File: src/cipher_bridge_regs.svh
// timing constants and polarity values for the cpu to cipher strobe bridge
// assumes a single system clock; included by the clock generator and bridge modules
`ifndef CIPHER_BRIDGE_REGS_SVH
`define CIPHER_BRIDGE_REGS_SVH

// cpu clock rate that the cipher clock is derived from
`define CPU_CLK_MHZ          8
// cipher clock rate after division by two
`define CIPHER_CLK_MHZ       4
// cpu clock periods the cipher clock is held low after a data transfer
`define STRETCH_LOW_CYCLES   2
// bus state after which a write is acknowledged (one wait state)
`define WRITE_ACK_STATE      4
// bus state after which latch and read cycles are acknowledged
`define FAST_ACK_STATE       2
// address bit positions on the cpu address bus
`define ADDR_BIT_SELECT      1
`define ADDR_BIT_ODD         0
// reset levels of the active-low strobe and ack outputs and of the cipher clock
`define STROBE_IDLE          1'b1
`define CIPHER_CLK_RESET     1'b0

`endif

File: src/cipher_bridge_pkg.sv
// types shared by the cpu to cipher strobe bridge
// assumes the constants header sits in the same folder
`default_nettype none

package cipher_bridge_pkg;

    // qualified cpu bus inputs after synchronisation
    typedef struct packed {
        logic addr_strobe;      // address strobe active
        logic select;           // decoded chip select active
        logic lower_strobe;     // lower byte strobe active
        logic upper_strobe;     // upper byte strobe active
        logic read;             // read not write
        logic addr_bit1;        // address bit 1
        logic addr_bit0;        // address bit 0
    } cpu_bus_t;

    // kind of access currently on the bus
    typedef enum logic [1:0] {
        ACC_IDLE  = 2'b00,
        ACC_LATCH = 2'b01,
        ACC_READ  = 2'b10,
        ACC_WRITE = 2'b11
    } access_t;

    // peripheral strobe pair, active high inside the block
    typedef struct packed {
        logic addr_strobe;
        logic data_strobe;
    } periph_strobe_t;

endpackage

`default_nettype wire

File: src/cipher_clock_gen.sv
// cipher clock divider: cpu clock enable divided by two with a low stretch
// assumes cpu_tick marks each cpu clock falling edge, one cycle wide
`include "cipher_bridge_regs.svh"
`default_nettype none

module cipher_clock_gen
    import cipher_bridge_pkg::*;
#(
    parameter int STRETCH = `STRETCH_LOW_CYCLES
)
(
    // clock and reset
    input  wire logic sys_clk,
    input  wire logic reset,
    // timing
    input  wire logic cpu_tick,
    input  wire logic force_low,
    // divided clock level
    output var  logic cipher_clock
);

    // low stretch counter in cpu clock periods
    logic [1:0] stretch_cnt;
    // counter is busy holding the clock low
    wire        stretching = (stretch_cnt != 2'h0);

    // the force is taken as a restart so the clock sits low for a full
    // stretch and the cipher chip sees a clean falling edge while the data strobe is active
    always_ff @(posedge sys_clk or posedge reset)
    begin
        if (reset)
        begin
            cipher_clock <= `CIPHER_CLK_RESET;
            stretch_cnt  <= 2'h0;
        end
        else if (force_low)
        begin
            cipher_clock <= 1'b0;
            stretch_cnt  <= 2'(STRETCH);
        end
        else if (cpu_tick)
        begin
            if (stretching)
            begin
                cipher_clock <= 1'b0;
                stretch_cnt  <= stretch_cnt - 2'h1;
            end
            else
            begin
                cipher_clock <= ~cipher_clock;
            end
        end
    end

endmodule

`default_nettype wire

File: src/cipher_strobe_bridge.sv
// cpu to cipher strobe bridge: strobes, acknowledges and cipher clock
// assumes the cpu bus pins arrive asynchronously and the cpu clock is
// an input pin sampled at the system clock rate
`include "cipher_bridge_regs.svh"
`default_nettype none

module cipher_strobe_bridge
    import cipher_bridge_pkg::*;
(
    // clock and reset
    input  wire logic SYS_CLK,
    input  wire logic RESET,
    // cpu clock pin
    input  wire logic CPU_CLK,
    // cpu bus control, active low pins
    input  wire logic CPU_ADDR_STROBE_N,
    input  wire logic SELECT_N,
    input  wire logic LOWER_BYTE_STROBE_N,
    input  wire logic UPPER_BYTE_STROBE_N,
    input  wire logic READ_NOT_WRITE,
    input  wire logic [1:0] CPU_ADDR,
    // acknowledges to the cpu
    output var  logic ACK_TOTEM_OUT_N,
    output var  logic ACK_OPEN_DRAIN_OUT,
    output var  logic ACK_OPEN_DRAIN_OE_N,
    // cipher chip master port
    output var  logic PERIPH_ADDR_STROBE_N,
    output var  logic PERIPH_DATA_STROBE_N,
    output var  logic PERIPH_CHIP_SELECT_N,
    output var  logic CIPHER_CLOCK
);

    // three-stage synchronisers for all pin inputs
    localparam int NSYNC = 8;
    logic [NSYNC-1:0] pin_raw;
    logic [NSYNC-1:0] sync1;
    logic [NSYNC-1:0] sync2;
    logic [NSYNC-1:0] sync3;
    logic [NSYNC-1:0] pin_val;      // debounced: changes once stages agree

    assign pin_raw = {CPU_CLK, ~CPU_ADDR_STROBE_N, ~SELECT_N, ~LOWER_BYTE_STROBE_N,
                      ~UPPER_BYTE_STROBE_N, READ_NOT_WRITE, CPU_ADDR};

    // stage one feeds stage two only
    always_ff @(posedge SYS_CLK or posedge RESET)
    begin
        if (RESET)
        begin
            sync1 <= '0;
            sync2 <= '0;
            sync3 <= '0;
        end
        else
        begin
            sync1 <= pin_raw;
            sync2 <= sync1;
            sync3 <= sync2;
        end
    end

    // each bit accepts a change only when stages two and three agree
    genvar g;
    generate
        for (g = 0; g < NSYNC; g++)
        begin : g_agree
            always_ff @(posedge SYS_CLK or posedge RESET)
            begin
                if (RESET)
                    pin_val[g] <= 1'b0;
                else if (sync2[g] == sync3[g])
                    pin_val[g] <= sync3[g];
            end
        end
    endgenerate

    // bus view after synchronisation
    cpu_bus_t bus;
    logic     cpu_clk_s;
    assign cpu_clk_s = pin_val[7];
    assign bus = '{addr_strobe:  pin_val[6], select: pin_val[5],
                   lower_strobe: pin_val[4], upper_strobe: pin_val[3],
                   read:         pin_val[2], addr_bit1: pin_val[1],
                   addr_bit0:    pin_val[0]};

    // cpu clock edge detection on the settled level
    logic cpu_clk_d;
    wire  cpu_rise = cpu_clk_s & ~cpu_clk_d;
    wire  cpu_fall = ~cpu_clk_s & cpu_clk_d;
    wire  cpu_edge = cpu_rise | cpu_fall;

    // classifies a bus cycle; used for both strobes and the ack
    function automatic access_t classify(input cpu_bus_t b);
        if (!(b.addr_strobe && b.select && b.lower_strobe && !b.upper_strobe))
            classify = ACC_IDLE;
        else if (!b.addr_bit1)
            classify = ACC_LATCH;
        else if (b.read)
            classify = ACC_READ;
        else
            classify = ACC_WRITE;
    endfunction

    // current access kind
    access_t access;
    assign access = classify(bus);

    // falling cpu edges counted since the address strobe went active;
    // the first falling edge closes state two, the second closes state four
    logic [2:0] fall_cnt;
    logic       ack;            // internal acknowledge level
    logic       ack_d;          // ack one cycle ago, for the rising detect

    // fall_cnt still holds the count before the falling edge being judged,
    // so the edge that closes a state is the one seen with one fewer counted
    // latch ack after state two
    wire ack_latch = (access == ACC_LATCH) && (fall_cnt >= 3'(`FAST_ACK_STATE / 2 - 1));
    wire ack_read  = (access == ACC_READ) && (fall_cnt >= 3'(`FAST_ACK_STATE / 2 - 1));
    wire ack_write = (access == ACC_WRITE) && (fall_cnt >= 3'(`WRITE_ACK_STATE / 2 - 1));
    wire ack_cond  = ack_latch | ack_read | ack_write;

    // ack is set on a falling cpu edge once the state count allows it
    wire next_ack_set = cpu_fall && ack_cond;
    // release on first edge after strobe
    wire next_ack_clr = cpu_edge && !bus.addr_strobe;

    // rising edge of the ack in a data cycle forces the cipher clock low
    wire data_cycle = (access == ACC_READ) || (access == ACC_WRITE);
    wire force_low  = ack && !ack_d && data_cycle;

    // edge history and state counter
    always_ff @(posedge SYS_CLK or posedge RESET)
    begin
        if (RESET)
        begin
            cpu_clk_d <= 1'b0;
            fall_cnt  <= 3'h0;
            ack_d     <= 1'b0;
        end
        else
        begin
            cpu_clk_d <= cpu_clk_s;
            ack_d     <= ack;
            // count only while the strobe is held, saturating
            if (!bus.addr_strobe)
                fall_cnt <= 3'h0;
            else if (cpu_fall && fall_cnt != 3'h7)
                fall_cnt <= fall_cnt + 3'h1;
        end
    end

    // ack level; release takes priority since the strobe has gone
    always_ff @(posedge SYS_CLK or posedge RESET)
    begin
        if (RESET)
            ack <= 1'b0;
        else if (next_ack_clr)
            ack <= 1'b0;
        else if (next_ack_set)
            ack <= 1'b1;
    end

    periph_strobe_t next_strobe;
    assign next_strobe.addr_strobe = (access == ACC_LATCH) && !bus.read;
    // data strobe for read and write
    assign next_strobe.data_strobe = data_cycle;

    // registered outputs; idle values hold while no access qualifies, except the totem ack, which follows ack until its release
    always_ff @(posedge SYS_CLK or posedge RESET)
    begin
        if (RESET)
        begin
            ACK_TOTEM_OUT_N      <= `STROBE_IDLE;
            ACK_OPEN_DRAIN_OUT   <= 1'b0;
            ACK_OPEN_DRAIN_OE_N  <= `STROBE_IDLE;
            PERIPH_ADDR_STROBE_N <= `STROBE_IDLE;
            PERIPH_DATA_STROBE_N <= `STROBE_IDLE;
            PERIPH_CHIP_SELECT_N <= 1'b0;
        end
        else
        begin
            ACK_TOTEM_OUT_N      <= ~ack;
            ACK_OPEN_DRAIN_OUT   <= 1'b0;
            ACK_OPEN_DRAIN_OE_N  <= ~(ack && bus.addr_strobe && bus.select);
            PERIPH_ADDR_STROBE_N <= ~next_strobe.addr_strobe;
            PERIPH_DATA_STROBE_N <= ~next_strobe.data_strobe;
            PERIPH_CHIP_SELECT_N <= 1'b0;
        end
    end

    // cipher clock: divider plus stretch, ticked on cpu falling edges
    cipher_clock_gen #(
        .STRETCH      (`STRETCH_LOW_CYCLES)
    ) u_clock (
        .sys_clk      (SYS_CLK),
        .reset        (RESET),
        .cpu_tick     (cpu_fall),
        .force_low    (force_low),
        .cipher_clock (CIPHER_CLOCK)
    );

    // two-cycle access relies on the cpu ordering latch then data
    // the odd address bit is assumed and not checked here

endmodule

`default_nettype wire

File: config.mk
export PLATFORM = sky130hd
export DESIGN_NAME = cipher_strobe_bridge
export DESIGN_NICKNAME = d
export VERILOG_FILES = /design/src/cipher_bridge_pkg.sv /design/src/cipher_clock_gen.sv /design/src/cipher_strobe_bridge.sv
export VERILOG_INCLUDE_DIRS = /design/src
export SDC_FILE = /design/constraint.sdc
export NUM_CORES = 1
export LEC_CHECK = 0
export BUFFER_PORTS_ARGS = -buffer_cell sky130_fd_sc_hd__clkbuf_2
export CORE_MARGIN = 3
export CORE_UTILIZATION = 48
export DETAILED_ROUTE_END_ITERATION = 16
export PLACE_DENSITY = 0.68
export SKIP_LAST_GASP = 1
export SYNTH_ARGS = -nofsm -noshare
export SYNTH_HDL_FRONTEND = slang
export SYNTH_HIERARCHICAL = 1
export SYNTH_SLANG_ARGS = --single-unit
File: constraint.sdc
create_clock -name SYS_CLK -period 1.84 [get_ports SYS_CLK]
set_input_delay 0.276 -clock SYS_CLK [delete_from_list [all_inputs] [get_ports SYS_CLK]]
set_output_delay 0.276 -clock SYS_CLK [all_outputs]
set_load 0.02 [all_outputs]
; ---- Yosys cells after proc, flatten, opt, wreduce, memory -nomap -nowiden
; Cells that the tools add are included.
[totals]
register_bits = 44
output_inout_bits = 7
[classes]
addsub = 2
n_lt_le_gt_ge = 2
n_eq_ne = 12
mux = 13
n_bitwise = 16
reduce_logical = 24
[op_table]
columns = cell, n
row1 = logical AND 1 bit, 14
row2 = NOT 1 bit, 11
row3 = two-way mux 2 bit, 5
row4 = nonzero test 2 bit, 4
row5 = equality test 1 bit, 7
row6 = greater-or-equal comparator 3 x 1 -> 1 bit (second input constant), 2
row7 = two-way mux 1 bit, 6
row8 = two-way mux 3 bit, 2
row9 = equality test 2 bit (second input constant), 2
row10 = logical NOT 1 bit, 4
row11 = adder 3 x 1 -> 3 bit (second input constant), 1
row12 = != test 3 bit (second input constant), 1
row13 = OR 1 bit, 3
row14 = bitwise AND 1 bit, 2
row15 = equality test 2 x 1 -> 1 bit (second input constant), 1
row16 = != test 2 x 1 -> 1 bit (second input constant), 1
row17 = AND reduction 2 bit, 1
row18 = subtractor 2 x 1 -> 2 bit (second input constant), 1
row19 = logical OR 1 bit, 1

; ---- Longest topological paths before layout
[depth]
ltp_word = 11
ltp_mapped = 7

; ---- Hierarchy
; Netlist, hierarchy kept.
[by_module_without_submodules]
columns = module, n_inst, cells_per_inst, area_per_inst_um2, seq_area_each_um2
row1 = cipher_strobe_bridge, 1, 80, 1285.0, 955.9
row2 = cipher_clock_gen, 1, 17, 170.2, 75.1

; ---- Least setup slack after synthesis
; No wires, ideal clock.
[synth_path]
kind = reg2reg
startpoint = register pin_val[6] (netlist: bus[6])
endpoint = register u_clock.stretch_cnt[0]
arrival_ns = 1.345
t_required_ns = 1.715
setup_slack_ns = 0.370
path_stages_with_launch = 6
n_path_buf = 0
synth_period_minus_slack_ns = 1.470
path_cell_list = dfrtp_1 > and4b_1 > nand2_1 > nor3_2 > and2b_1 > mux2_2
[synth_between]
elab_chain_len = 9
elab_cells_between_ends = 12
[synth_lines]
columns = item, line_no
row1 = from (decl), cipher_strobe_bridge.sv:39  ; logic [NSYNC-1:0] pin_val;
row2 = "from (signal, indexed assignment)", cipher_strobe_bridge.sv:71  ; pin_val[g] <= sync3[g];
row3 = logical AND 1 bit * (3 in a row), cipher_strobe_bridge.sv:93  ; if (!(b.addr_strobe && b.select && b.lower_strobe && !b.upper_strobe))
row4 = two-way mux 2 bit *, cipher_strobe_bridge.sv:93
row5 = equality test 2 bit, cipher_strobe_bridge.sv:127  ; wire data_cycle = (access == ACC_READ) || (access == ACC_WRITE);
row6 = logical OR 1 bit *, cipher_strobe_bridge.sv:127
row7 = logical AND 1 bit *, cipher_strobe_bridge.sv:128  ; wire force_low = ack && !ack_d && data_cycle;
row8 = net force_low, cipher_strobe_bridge.sv:128
row9 = nonzero test 2 bit (no source line), -
row10 = AND reduction 2 bit (no source line), -
row11 = to (signal assigned), cipher_clock_gen.sv:39  ; stretch_cnt <= 2'(STRETCH);
row12 = to (signal assigned), cipher_clock_gen.sv:46  ; stretch_cnt <= stretch_cnt - 2'h1;
row13 = to (decl), cipher_clock_gen.sv:23  ; logic [1:0] stretch_cnt;
; Mark *: on every way through the listed nets, which the timed path passes. The rest lies on a longest branch.
; A chain may end at the register's enable or synchronous reset.

; ---- Worst setup path in the final report
[layout_path]
startpoint = register pin_val[3] (netlist: bus[3])
endpoint = register ack
[layout_between]
elab_chain_len = 9
elab_cells_between_ends = 13
[layout_lines]
columns = item, line_no
row1 = logical NOT 1 bit *, cipher_strobe_bridge.sv:93
row2 = logical AND 1 bit *, cipher_strobe_bridge.sv:93
row3 = two-way mux 2 bit *, cipher_strobe_bridge.sv:93
row4 = equality test 2 x 1 -> 1 bit / equality test 2 bit (equally long branches), "cipher_strobe_bridge.sv:116, cipher_strobe_bridge.sv:117"
row5 = logical AND 1 bit (on tied branches), "cipher_strobe_bridge.sv:116, cipher_strobe_bridge.sv:117"
row6 = OR 1 bit, cipher_strobe_bridge.sv:119  ; wire ack_cond = ack_latch | ack_read | ack_write;
row7 = OR 1 bit *, cipher_strobe_bridge.sv:119
row8 = logical AND 1 bit *, cipher_strobe_bridge.sv:122  ; wire next_ack_set = cpu_fall && ack_cond;
row9 = nonzero test 2 bit (no source line) *, -
row10 = to (signal assigned), cipher_strobe_bridge.sv:155  ; ack <= 1'b0;
row11 = to (signal assigned), cipher_strobe_bridge.sv:157  ; ack <= 1'b0;
row12 = to (signal assigned), cipher_strobe_bridge.sv:159  ; ack <= 1'b1;
row13 = to (decl), cipher_strobe_bridge.sv:110  ; logic ack;
; Mark *: on every way between the ends. The rest lies on a longest branch, timed or not.

==> run_results.csv <==
group,metric,value,unit
grt,overflow,0,
route,via_count,751,
yosys,synth_ff_type,"dfrtp_1",
yosys,synth.distinct_cells,27,
final_layout,final_cell_mix,"dfrtp_1, clkbuf_2, inv_1",
yosys,ys_seq_area_frac,0.709,
place,dp_hpwl,1390,um
outcome,status,"complete, no violations",
yosys,synthArstFlopShare,1.00,
yosys,synth_top_cell_by_area,"dfrtp_1",
grt,track_usage,0.132,
setup_path,worstPathRequired,2.13,ns
setup_path,endpoint_kind,"flop",
clock_network,clock_latency,0.34,ns
floorplan,die_x,61.1,um
route,wirelength,1960,um
power_and_ir_drop,peakVddDrop,0.634,mV
setup_path,cp_max_fo,3,
power_and_ir_drop,p_leak,0.830,nW
timing,drv_slew,0,
place,place_ws,0.221,ns
floorplan,io_pins,17,
yosys,ys_seq_elements,41,
route,post_drt_wl_per_cell,12.9,um
clock_network,clockRootBuffer,"clkbuf_4",
final_layout,diodes,0,
power_and_ir_drop,total_power,1.89,mW
final_layout,area_growth_syn_to_layout,14.4,%
setup_path,slowest_stage,"dfrtp_1",
grt,grt_antenna_before_repair,0,
timing,hold_viol,0,
worst_hold_path,hold_class,"in -> reg",
setup_path,worstPathCellList,"and4b_1 -> a21boi_0 -> ha_1 -> o41ai_2 -> a21boi_1 -> o22a_1",
power_and_ir_drop,power_density,1130,nW/um^2
final_layout,num-nets-final,137,
floorplan,dieArea,3730,um^2
floorplan,start_util,0.514,
clock_network,cts_htree_levels,2,
setup_path,crit_buf_inv,0,
final_layout,final_util,0.589,
timing,skew,0.00962,ns
timing,fmax,617,MHz
setup_path,cp.arrival,1.91,ns
floorplan,rows,19,
final_layout,drive_above_1_share,0.256,
timing,fin_tns_setup,0,ns
yosys,ys_top_cells_by_area,"dfrtp_1, dfstp_2, ha_1",
clock_network,clock_path_buffers,2,
grt,grt_pass1_wl,3390,um
grt,grt_pass1_vias,817,
place,portBuffers,13,
timing,fin_crit_sh,0.880,
yosys,synth_edf_count,0,
timing,rsz0062_at_grt,"no",
route,drtPass1Iterations,4,
grt,grt_max_degree,39,
route,drtIter0Drc,36,
clock_network,clk_pin_slew,0.12,ns
final_layout,final_common_cell,"dfrtp_1",
timing,worst_slack,0.220,ns
setup_path,crit_type,"reg -> reg",
floorplan,fp.dieH,61.1,um
setup_path,cp_slowest_stage_delay,0.39,ns
yosys,yosysWarnings,6,
route,vias_per_cell,4.94,
clock_network,clock_sinks,41,
clock_network,cts_tree,"done",
clock_network,cts_buffers,5,
yosys,synthCells,97,
timing,setup_viol,0,
place,routabilityCongestion,0.642,
yosys,synth.avg_cell_area,15.0,um^2
yosys,syn_area,1460,um^2
route,route.detailed.drc,0,
setup_path,cp-start-kind,"flop",
setup_path,critPathTopFamily,"compound AO/OA/AOI/OAI gates",
route,route.antenna.remaining_nets,0,
timing,min_period,1.62,ns
job,cap_violations,0,
floorplan,coreArea,2830,um^2
timing,hold_slack,0.0271,ns
yosys,yosysTopAreaCellShare,0.636,
## registers in the layout, summed over array words and instances (netlist names)
name and cells:
cpu_clk_d 1, PERIPH_ADDR_STROBE_N 1, sync1 7, sync2 7
u_clock/stretch_cnt 2, ack_d 1, ack 1, cpu_clk_s 1
bus 6, PERIPH_DATA_STROBE_N 1, ACK_OPEN_DRAIN_OE_N 1, u_clock/cipher_clock 1
fall_cnt 3, sync3 7, ACK_TOTEM_OUT_N 1
## worst register-to-register path: stages, from the launching register on
cell      delay [ns]
dfrtp_1         0.39
and4b_1         0.28
a21boi_0        0.30
ha_1            0.22
o41ai_2         0.06
a21boi_1        0.16
o22a_1          0.16
## stage by stage
step	area (um^2)	std cells
finish	1670	152
detailed placement	1570	143
floorplan	1460	98
CTS	1670	152
global route	1670	152
global placement	1570	143
## logic make-up after synthesis
| family | Yosys count | synth area share |
|---|---|---|
| xor+xnor | 1 | 0.00602 |
| buf+inv | 14 | 0.0413 |
| simple gates | 17 | 0.0740 |
| fa+ha+maj | 14 | 0.108 |
| compound gates | 6 | 0.0378 |
| flops | 41 | 0.709 |
| other cells | 1 | 0.00258 |
| mux | 3 | 0.0215 |
## metal layers
| layer | track usage | wire length [um] | vias up |
|---|---|---|---|
| li1 | - | - | 356 |
| met1 | 0.139 | 822 | 370 |
| met2 | 0.222 | 973 | 18 |
| met3 | 0.0629 | 115 | 7 |
| met4 | 0.0650 | 45 | 0 |
| met5 | 0 | 0 | - |
## power breakdown
part           total, mW  switching [mW]  internal, mW
Sequential          1.05          0.0531         0.992
Clock              0.598           0.274         0.325
Combinational      0.244           0.125         0.119
## Yosys cell counts, types with 2 or more instances
library cell,count
nor2_1,2
ha_1,7
and2b_1,3
dfstp_2,4
buf_4,2
nand2_1,3
mux2i_1,2
dfrtp_1,37
inv_1,12
nand2b_1,2
maj3_1,7
## path summary, 6_finish.rpt
kind                       startpoint                endpoint  slack [ns]  cells after the start
min in group asynchronous       RESET  u_clock/stretch_cnt[1]        0.33                      3
min reg2reg                  sync1[4]                sync2[4]        0.36                      0
min                           CPU_CLK                sync1[7]        0.03                      1
max in group asynchronous       RESET    PERIPH_ADDR_STROBE_N        0.92                      4
max reg2reg                    bus[3]                     ack        0.22                      6
max                            bus[3]                     ack        0.22                      6
## cell type report
class	instances	area, um^2
fill	239	1160
sequential	41	1030
multi-input combinational	43	368
timing repair buffer	17	97.6
clock buffer	7	55.1
inverter	12	45.0
tap	31	38.8
clock inverter	1	30.0
## timing repair
| action | in CTS | in global routing |
|---|---|---|
| hold buffers | 1 | 0 |
| endpoints found under the hold margin | 3 | 0 |
| setup buffers | 0 | 0 |
| setup endpoints to repair | 0 | 0 |
| resized for setup | 0 | 0 |
Note: power is estimated with default switching activity, not from simulation.
